File: src/adsq_pkg.sv
// package for the converter sequencer control block
package adsq_pkg;
   localparam logic [7:0] ADDR_CTRL      = 8'h1F;
   localparam logic [7:0] ADDR_PINCFG    = 8'h9F;
   localparam logic [7:0] ADDR_RESULT    = 8'h1E;
   localparam logic [7:0] ADDR_IRQ_STAT  = 8'h20;
   localparam logic [7:0] ADDR_IRQ_EN    = 8'h21;
   localparam logic [7:0] ADDR_IRQ_CLR   = 8'h22;
   localparam logic [7:0] CTRL_RESET     = 8'h00;
   localparam logic [7:0] PINCFG_RESET   = 8'h00;
   localparam logic [7:0] CTRL_WMASK     = 8'hFD;
   localparam int         CTRL_ON_BIT    = 0;
   localparam int         CTRL_GO_BIT    = 2;
   localparam int         CTRL_CH_LSB    = 3;
   localparam int         CTRL_CS_LSB    = 6;
   localparam int         PINCFG_REF_BIT = 3;
   localparam logic [1:0] CS_DIV2        = 2'h0;
   localparam logic [1:0] CS_DIV8        = 2'h1;
   localparam logic [1:0] CS_DIV32       = 2'h2;
   localparam logic [1:0] CS_RC          = 2'h3;
   localparam logic [4:0] DIV2_TERM      = 5'h01;
   localparam logic [4:0] DIV8_TERM      = 5'h07;
   localparam logic [4:0] DIV32_TERM     = 5'h1F;
   localparam logic [2:0] CH_MAX         = 3'h3;
   localparam int         RES_W          = 8;
   localparam logic [2:0] SETTLE_WAIT    = 3'h3;
   typedef struct packed {
      logic [7:0] addr;
      logic [7:0] wdata;
      logic       wr;
      logic       rd;
   } adsq_bus_t;
   typedef struct packed {
      logic [1:0] clk_sel;
      logic [2:0] chan;
      logic       go;
      logic       power_on;
   } adsq_ctrl_t;
endpackage

File: src/adsq_tick.sv
// conversion clock tick generator
`timescale 1ns/1ps
module adsq_tick
(
   input  wire logic       core_clk,
   input  wire logic       rst_n,
   input  wire logic       run,
   input  wire logic [1:0] clk_sel,
   input  wire logic       rc_tick,
   output logic            tick
);
   logic [4:0] cnt;
   logic [4:0] term;
   assign term = (clk_sel == adsq_pkg::CS_DIV2) ? adsq_pkg::DIV2_TERM :
                 (clk_sel == adsq_pkg::CS_DIV8) ? adsq_pkg::DIV8_TERM :
                 adsq_pkg::DIV32_TERM;
   assign tick = (clk_sel == adsq_pkg::CS_RC) ? (run & rc_tick) : (run & (cnt == term));
   always_ff @(posedge core_clk or negedge rst_n)
   begin
      if (!rst_n)
         cnt <= 5'h00;
      else if (!run || cnt == term)
         cnt <= 5'h00;
      else
         cnt <= cnt + 5'h01;
   end
endmodule // adsq_tick

File: src/adsq_ctrl.sv
// converter sequencer control: registers, successive approximation, pin setup
//
// Overview of operation
// - convert selected input to 8-bit result register
// - successive approximation, one bit per step
// - channel field bits 5..3 selects inputs 0..3
// - reference is supply or reference pin
// - sleep conversion only with rc clock
// - reset clears registers, powers off, aborts
// - pin configuration register sets pin functions
// - go bit set by software, hardware clears
//
// The plain strobed port was decided locally.
`timescale 1ns/1ps
module adsq_ctrl
#(
   parameter int NCH = 4
)
(
   input  wire logic             core_clk,
   input  wire logic             rst_n,
   input  wire logic [7:0]       addr,
   input  wire logic [7:0]       wdata,
   input  wire logic             wr,
   input  wire logic             rd,
   output logic [7:0]            rdata,
   input  wire logic             sleep,
   input  wire logic             rc_osc_tick,
   input  wire logic             comp_in,
   output logic [1:0]            mux_sel,
   output logic                  sample_hold,
   output logic [7:0]            dac_code,
   output logic                  ref_ext_sel,
   output logic [NCH-1:0]        pin_analog,
   output logic                  analog_power,
   output logic                  irq
);
   typedef enum logic [1:0] {ST_IDLE, ST_SAMPLE, ST_STEP} adsq_state_t;

   adsq_pkg::adsq_bus_t  bus;
   adsq_pkg::adsq_ctrl_t ctrl;
   adsq_state_t          state;
   logic [7:0]           pincfg;
   logic [7:0]           result;
   logic [7:0]           trial;
   logic [2:0]           bitpos;
   logic [2:0]           settle;
   logic                 step_tick;
   logic [1:0]           irq_stat;
   logic [1:0]           irq_en;
   logic                 comp_s1;
   logic                 comp_s2;
   logic                 rc_s1;
   logic                 rc_s2;
   logic                 rc_d;
   logic                 tick;
   logic                 run;
   logic                 allowed;
   logic                 done_ev;
   logic                 abort_ev;
   logic                 wr_ctrl;
   logic                 wr_pin;
   logic                 wr_en;
   logic                 wr_clr;
   logic                 start_req;
   logic [7:0]           ctrl_rd;
   logic [7:0]           next_rdata;
   logic [7:0]           step_mask;
   logic [7:0]           next_trial;

   assign bus = '{addr: addr, wdata: wdata, wr: wr, rd: rd};
   assign wr_ctrl = bus.wr && bus.addr == adsq_pkg::ADDR_CTRL;
   assign wr_pin  = bus.wr && bus.addr == adsq_pkg::ADDR_PINCFG;
   assign wr_en   = bus.wr && bus.addr == adsq_pkg::ADDR_IRQ_EN;
   assign wr_clr  = bus.wr && bus.addr == adsq_pkg::ADDR_IRQ_CLR;
   assign start_req = wr_ctrl && bus.wdata[adsq_pkg::CTRL_GO_BIT]
                      && bus.wdata[adsq_pkg::CTRL_ON_BIT];

   // sleep only stops the divided core clock ticks, not the rc clock
   assign allowed = !sleep || ctrl.clk_sel == adsq_pkg::CS_RC;
   assign run = (state != ST_IDLE) && allowed;
   assign analog_power = ctrl.power_on;
   // a power-off write aborts on its own edge so sampling stops at once
   assign abort_ev = (state != ST_IDLE) && (!ctrl.power_on
                     || (wr_ctrl && !bus.wdata[adsq_pkg::CTRL_ON_BIT]));
   // comparator answer crosses its flop and two sync stages before use
   assign step_tick = tick && settle == 3'h0;
   assign done_ev = (state == ST_STEP) && step_tick && bitpos == 3'h0 && !abort_ev;

   // bit 1 unimplemented, reads zero
   assign ctrl_rd = {ctrl.clk_sel, ctrl.chan, ctrl.go, 1'b0, ctrl.power_on};
   assign next_rdata =
      (bus.addr == adsq_pkg::ADDR_CTRL)     ? ctrl_rd :
      (bus.addr == adsq_pkg::ADDR_PINCFG)   ? pincfg :
      (bus.addr == adsq_pkg::ADDR_RESULT)   ? result :
      (bus.addr == adsq_pkg::ADDR_IRQ_STAT) ? {6'h00, irq_stat} :
      (bus.addr == adsq_pkg::ADDR_IRQ_EN)   ? {6'h00, irq_en} : 8'h00;

   assign step_mask = 8'h01 << bitpos;
   // keep trial bit when comparator says input is at or above dac level
   assign next_trial = (comp_s2 ? trial : (trial & ~step_mask))
                       | ((bitpos != 3'h0) ? (step_mask >> 1) : 8'h00);

   assign mux_sel = (ctrl.chan > adsq_pkg::CH_MAX) ? 2'h0 : ctrl.chan[1:0];
   assign ref_ext_sel = pincfg[adsq_pkg::PINCFG_REF_BIT];
   assign sample_hold = (state == ST_SAMPLE);
   assign dac_code = trial;
   assign irq = |(irq_stat & irq_en);

   // pin function decode from the configuration register
   genvar gi;
   generate
      for (gi = 0; gi < NCH; gi++)
      begin : g_pin
         assign pin_analog[gi] = pincfg[gi];
      end
   endgenerate

   adsq_tick u_tick
   (
      .core_clk (core_clk),
      .rst_n    (rst_n),
      .run      (run),
      .clk_sel  (ctrl.clk_sel),
      .rc_tick  (rc_s2 & ~rc_d),
      .tick     (tick)
   );

   always_ff @(posedge core_clk or negedge rst_n)
   begin
      if (!rst_n)
      begin
         comp_s1 <= 1'b0;
         comp_s2 <= 1'b0;
         rc_s1   <= 1'b0;
         rc_s2   <= 1'b0;
         rc_d    <= 1'b0;
      end
      else
      begin
         comp_s1 <= comp_in;
         comp_s2 <= comp_s1;
         rc_s1   <= rc_osc_tick;
         rc_s2   <= rc_s1;
         rc_d    <= rc_s2;
      end
   end

   always_ff @(posedge core_clk or negedge rst_n)
   begin
      if (!rst_n)
      begin
         ctrl   <= adsq_pkg::adsq_ctrl_t'({adsq_pkg::CTRL_RESET[7:2],
                                           adsq_pkg::CTRL_RESET[0]});
         pincfg <= adsq_pkg::PINCFG_RESET;
         irq_en <= 2'h0;
         rdata  <= 8'h00;
      end
      else
      begin
         rdata <= bus.rd ? next_rdata : 8'h00;
         if (wr_pin)
            pincfg <= bus.wdata;
         if (wr_en)
            irq_en <= bus.wdata[1:0];
         if (wr_ctrl)
         begin
            ctrl.clk_sel  <= bus.wdata[adsq_pkg::CTRL_CS_LSB +: 2];
            ctrl.chan     <= bus.wdata[adsq_pkg::CTRL_CH_LSB +: 3];
            ctrl.power_on <= bus.wdata[adsq_pkg::CTRL_ON_BIT];
         end
         if (start_req && state == ST_IDLE)
            ctrl.go <= 1'b1;
         else if (done_ev || abort_ev)
            ctrl.go <= 1'b0;
      end
   end

   always_ff @(posedge core_clk or negedge rst_n)
   begin
      if (!rst_n)
      begin
         state  <= ST_IDLE;
         trial  <= 8'h00;
         bitpos <= 3'h0;
         result <= 8'h00;
         settle <= 3'h0;
      end
      else
      begin
         if (settle != 3'h0)
            settle <= settle - 3'h1;
         case (state)
            ST_IDLE:
               if (start_req)
               begin
                  state  <= ST_SAMPLE;
                  trial  <= 8'h80;
                  bitpos <= 3'(adsq_pkg::RES_W - 1);
               end
            ST_SAMPLE:
               if (abort_ev)
                  state <= ST_IDLE;
               else if (tick)
               begin
                  state  <= ST_STEP;
                  settle <= adsq_pkg::SETTLE_WAIT;
               end
            ST_STEP:
               if (abort_ev)
                  state <= ST_IDLE;
               else if (step_tick)
               begin
                  trial  <= next_trial;
                  bitpos <= bitpos - 3'h1;
                  settle <= adsq_pkg::SETTLE_WAIT;
                  if (bitpos == 3'h0)
                  begin
                     result <= next_trial;
                     state  <= ST_IDLE;
                  end
               end
            default:
               state <= ST_IDLE;
         endcase
      end
   end

   // bit0 done, bit1 abort; set wins over clear
   always_ff @(posedge core_clk or negedge rst_n)
   begin
      if (!rst_n)
         irq_stat <= 2'h0;
      else
         irq_stat <= (irq_stat & ~(wr_clr ? bus.wdata[1:0] : 2'h0)) | {abort_ev, done_ev};
   end
endmodule // adsq_ctrl

File: config.mk
export PLATFORM = sky130hd
export DESIGN_NAME = adsq_ctrl
export DESIGN_NICKNAME = d
export VERILOG_FILES = /design/src/adsq_pkg.sv /design/src/adsq_tick.sv /design/src/adsq_ctrl.sv
export SDC_FILE = /design/constraint.sdc
export NUM_CORES = 1
export LEC_CHECK = 0
export BUFFER_PORTS_ARGS = -buffer_cell sky130_fd_sc_hd__buf_2
export CAP_MARGIN = 20
export CORE_MARGIN = 4
export CORE_UTILIZATION = 50
export DETAILED_ROUTE_END_ITERATION = 10
export PLACE_DENSITY_LB_ADDON = 0.2
export SYNTH_ARGS = -nofsm -noshare
export SYNTH_HDL_FRONTEND = slang
export SYNTH_SLANG_ARGS = --single-unit
File: constraint.sdc
create_clock -name core_clk -period 2.8 [get_ports core_clk]
set_input_delay 0.42 -clock core_clk [delete_from_list [all_inputs] [get_ports core_clk]]
set_output_delay 0.42 -clock core_clk [all_outputs]
set_load 0.1 [all_outputs]
; ---- After elaboration in Yosys (flattened, before gate mapping)
; Cells that the tools add are included.
; W data, S select, Z words.
[totals]
ff_bits = 61
word_cells = 126
[op_classes]
n_addsub = 3
order_cmp = 1
n_eq_ne = 17
shifts = 1
mux = 37
bitwise = 12
reduce_logical = 36
[op_table]
columns = operator, count
row1 = $mux W8, 8
row2 = $eq A8 B6 Y1 const B, 3
row3 = $mux W3, 8
row4 = $mux W2, 10
row5 = $eq A8 B5 Y1 const B, 2
row6 = $pmux W8 S2, 1
row7 = $mux W5, 3
row8 = $logic_and A1 B1 Y1, 14
row9 = $pmux W3 S2, 2
row10 = $reduce_and A4 Y1, 3
row11 = $and A8 B8 Y8, 1
row12 = $eq A8 B8 Y1 const B, 1
row13 = $not A8 Y8, 1
row14 = $or A8 B7 Y8, 1
row15 = $shl A1 B3 Y8 const A, 1
row16 = $mux W7, 1
row17 = $logic_not A3 Y1, 2
row18 = $ne A2 B2 Y1 const B, 3
row19 = $pmux W2 S3, 1
row20 = $reduce_bool A2 Y1, 3
row21 = $reduce_bool A3 Y1, 2
row22 = $sub A3 B1 Y3 const B, 2
row23 = $add A5 B1 Y5 const B, 1
row24 = $eq A5 B5 Y1, 1
row25 = other kinds (16), 32

; ---- Longest topological paths before layout
[logic_depth]
depth_word = 13
depth_mapped = 9
mapped_depth_nobuf = 8

; ---- By module
; Synthesis repeated with hierarchy kept, for this count alone.
[unflattened]
hier_cells = 290
hier_area_um2 = 3216.8
[by_module_without_submodules]
columns = module, n_inst, cells_per_inst, area_each_um2, seq_area_each_um2
row1 = adsq_ctrl, 1, 260, 2922.8, 1401.3
row2 = adsq_tick, 1, 30, 294.0, 125.1

; ---- Worst setup path after synthesis
; Ideal clock, no wire load.
[synth_path]
kind = register to register
from = register ctrl (netlist bit analog_power)
to = register result[5]
t_arrival_ns = 2.431
path_slack_ns = 0.242
stages_incl_launch_ff = 7
path_buffers = 1
period_less_slack_ns = 2.558
cell_sequence = dfrtp_1 > inv_1 > a41o_1 > and2_1 > or4_4 > buf_6 > mux2_1
[synth_between]
elab_chain_len = 5
[synth_lines]
columns = item, line_no
row1 = from (decl), adsq_ctrl.sv:41  ; adsq_pkg::adsq_ctrl_t ctrl;
row2 = from (signal assigned), adsq_ctrl.sv:153  ; ctrl <= adsq_pkg::adsq_ctrl_t'({adsq_pkg::CTRL_RESET[7:2],
row3 = $logic_not A1 Y1, adsq_ctrl.sv:84  ; assign abort_ev = (state != ST_IDLE) && (!ctrl.power_on
row4 = $logic_or A1 B1 Y1, adsq_ctrl.sv:85  ; || (wr_ctrl && !bus.wdata[adsq_pkg::CTRL_ON_BIT]));
row5 = $logic_and A1 B1 Y1, adsq_ctrl.sv:84
row6 = $not A1 Y1 (no line), --
row7 = $reduce_and A4 Y1 (no line), --
row8 = to (signal assigned), adsq_ctrl.sv:219  ; result <= next_trial;
row9 = to (decl), adsq_ctrl.sv:44  ; logic [7:0] result;
; Every way passes these cells.
; A chain may end at the register's enable or synchronous reset.

; ---- Worst setup path after layout
[layout_path]
from = register state[0]
to = register bitpos[0]
[layout_between]
elab_chain_len = 7
word_cells_on_any_way = 15
cone_classes = 4 x eq/ne / 2 x mux / 2 x bitwise / 7 x reduce/logical
[layout_lines]
columns = item, line_no
row1 = from (decl), adsq_ctrl.sv:42  ; adsq_state_t state;
row2 = from (signal assigned), adsq_ctrl.sv:183  ; state <= ST_IDLE;
row3 = from (signal assigned), adsq_ctrl.sv:197  ; state <= ST_SAMPLE;
row4 = from (signal assigned), adsq_ctrl.sv:203  ; state <= ST_IDLE;
row5 = $reduce_bool A2 Y1, "adsq_ctrl.sv:81, adsq_ctrl.sv:84"
row6 = $logic_and A1 B1 Y1, adsq_ctrl.sv:81  ; assign run = (state != ST_IDLE) && allowed;
row7 = $and A1 B1 Y1, adsq_tick.sv:17  ; assign tick = (clk_sel == adsq_pkg::CS_RC) ? (run & rc_tick) : (run & (cnt == term));
row8 = $mux W1, adsq_tick.sv:17
row9 = $logic_and A1 B1 Y1, adsq_ctrl.sv:87  ; assign step_tick = tick && settle == 3'h0;
row10 = $ne A2 B2 Y1 (no line), --
row11 = $reduce_and A4 Y1 (no line), --
row12 = to (signal assigned), adsq_ctrl.sv:199  ; bitpos <= 3'(adsq_pkg::RES_W - 1);
row13 = to (signal assigned), adsq_ctrl.sv:215  ; bitpos <= bitpos - 3'h1;
row14 = to (decl), adsq_ctrl.sv:46  ; logic [2:0] bitpos;
; Several ways; a longest one is shown, not always the timed one.

==> results.txt <==
outcome = completed
row count = 28
Hold WC Path Type = input port to asynchronous set/reset pin
area of the mapped netlist = 3110 sq um
Die Height = 86.9 um
highest attainable clock frequency = 0.437 GHz
number of distinct library cells after synthesis = 48
data arrival time of the critical path = 2.53 ns
area share of and/or/nand/nor cells after synthesis = 17.2%
worst IR drop on VDD = 0.440 mV
Die Area = 7550 sq um
Power Total = 0.00205 W
Max-cap violations = 0
most frequent cells in the layout = dfrtp_1 (61), buf_2 (48), nand2_1 (46)
share of cells above drive strength 1 = 25.2%
most used flip-flop cell after synthesis = dfrtp_1
clock tree from TritonCTS = done
number of design rule violations left after detail routing = 0
number of failing setup endpoints in the final timing report = 0
Hold Vio Cnt, Final = 0
final total negative setup slack = 0 ns
die width = 86.9 um
cell area after placement = 3390 sq um
placer's final routability congestion estimate = 0.855
Boundary Pins = 49
Starting DRT DRC Count = 122
synth top area cells = dfrtp_1 (49%), mux2_2 (6.9%), nand2_1 (5.5%), ha_1 (4.8%), o21ai_0 (3.2%)
remaining antenna violation count = 0
DP Wirelength = 4.90 mm
total gr overflow = 0
area inside the core boundary = 5990 sq um
GRT Total Usage = 18.9%
Finished Layout Cells = 432
setup repair after global routing missed its margin = false
area share of the leading cell type in the synthesized netlist = 49.0%
Synth-to-Final Area Change = 15.3%
post-synthesis compound-gate area fraction = 12.7%
crit path launch type = flip-flop
number of global-route vias before repair = 2301
count of buffers added by post-CTS timing repair for setup = 0
actual transition at the worst max-transition pin = 0.741 ns
Antenna Diode Count = 0
maximum fanout encountered on the critical timing path = 12
number of vias in the routed layout = 2376
number of cells produced by synthesis = 303
portion of the post-synthesis area used by sequential elements = 49.0%
final std cell area, no fill = 3590 sq um
total number of yosys warnings = 0
nets = 388
required time of the critical path = 3.04 ns
pin count of the biggest net entering global routing = 36
Post-CTS Resized = 0
PortBufs = 48
post-synthesis mux area share = 10.5%
post-placement cell count = 417
Synthesized Nets = 338
Worst Skew = 0.00671 ns
Avg Cell Area, Syn = 10.3 sq um
Adder-Cell Fraction of Synth Area = 4.82%
number of iterations in the first detailed-routing pass = 4
final period utilization = 81.7%
power per cell area = 572 nW/um^2
number of buffers added to fix hold violations after cts = 0
initial standard-cell utilization of the core = 52.0%
#FFs+latches synth = 61
number of enable-type register cells in the synthesized netlist = 0
worst slew slack as a fraction of its limit = 50.6%
clock slew seen by the registers of the worst setup and hold paths = 0.07 ns
leakage = 1.81 nW
clock insertion delay at the later pin of the skew report = 0.33 ns
DR vias/cell = 5.50
CTS Sinks = 61
final WL = 6.60 mm
proportion of register bits with asynchronous set or reset after synthesis = 100%
cell type with the highest aggregate area in the netlist = dfrtp_1
buffer levels on the longest clock path = 2
Synth Area in XOR/XNOR = 1.41%
number of antenna violations at the first check in global routing = 0
start-to-end type of the worst setup path = flip-flop to flip-flop
first-pass GRT wire length = 10.9 mm
buffer cell driving the clock tree root = clkbuf_8
leading cell type in the layout, fill and taps excluded = dfrtp_1
total CTS buffers = 9
main combinational cell family by area after synthesis = simple AND/OR/NAND/NOR gates
drt wl/cell = 15.3 um
Final min period = 2.29 ns
number of max-slew violations in the final report = 0
Critical Path End Type = flip-flop
H-tree levels = 3
[registers in the layout, indices dropped and copies added, names as in the netlist, 2 cells and up]
register    count
irq_stat        2
ctrl            6
pincfg          8
rdata           8
u_tick.cnt      5
dac_code        8
state           2
result          8
irq_en          2
bitpos          3
settle          3
[through the flow]
step	setup slack, ns	util, %	hold WS [ns]
after global placement	0.481	56.6	0.333
after detailed placement	0.451	56.6	0.336
final	0.513	59.9	0.150
after CTS	0.510	59.9	0.162
after global routing	0.310	59.9	0.169
after floorplan	0.242	-	0.124
[metal layers]
metal  vias up  wire length [um]  GRT usage (%)  share of wire, %
li1       1160                 -              -                 -
met1      1129              3000           24.5                45
met2        75              3000           29.1                45
met3        12               442           6.15               6.7
met4         0               155           7.65               2.3
met5         -                 0              0                 0
[synthesized netlist by cell type, types with 3 or more instances]
master      n
xnor2_1     3
dfrtp_1    61
a22o_1      4
clkbuf_1    6
nor4bb_1    3
mux2i_1     9
mux2_2     19
o2bb2ai_1   6
ha_1       12
nand3b_1    3
and2_1      5
nor3_1      8
a21oi_1     8
a22oi_1     4
buf_4       4
buf_6       3
nor2_1     24
a211oi_1    3
nand2_1    46
nor2b_1     6
o21ai_0    20
inv_1      12
nand3_1     4
[critical path, cell delays in order, from the launching register on]
cell and delay, ns:
dfrtp_1 0.37, inv_1 0.09, ha_1 0.31, inv_1 0.14
o21ai_0 0.23, or4_4 0.72, xnor2_1 0.18, a22oi_1 0.18
[power breakdown]
group / internal (W) / total (W) / switching (W)
Sequential: 0.000925 / 0.000955 / 0.0000296
Combinational: 0.000115 / 0.000319 / 0.000205
Clock: 0.000451 / 0.000779 / 0.000328
[cell type report]
class	instances	area, sq um
Timing Repair Buffer	52	270
Multi-Input combinational cell	216	1450
Sequential cell	61	1530
Inverter	13	48.8
Fill cell	497	2400
Tap cell	75	93.8
Clock buffer	11	151
Clock inverter	4	47.5
[logic make-up (layout without fill, tap and decap cells)]
group / count (synthesis) / after routing
AOI/OAI and AO/OA: 58 / 58
xor gates and xnor gates: 5 / 5
adders and majority gates: 12 / 12
buffers and inverters: 26 / 80
DFF: 61 / 61
muxes: 30 / 30
and+or+nand+nor: 111 / 111
[final timing paths]
kind,startpoint,end,slack [ns],depth (start not counted)
worst max-delay path,state[0],bitpos[0],0.51,7
min in group core_clk,comp_in,comp_s1,0.20,1
max in group asynchronous,rst_n,bitpos[2],1.94,2
worst max register to register,state[0],bitpos[0],0.51,7
worst min register to register,comp_s1,comp_s2,0.35,0
worst min-delay path,rst_n,pincfg[3],0.15,1
Power figures use the tool's default switching activity.
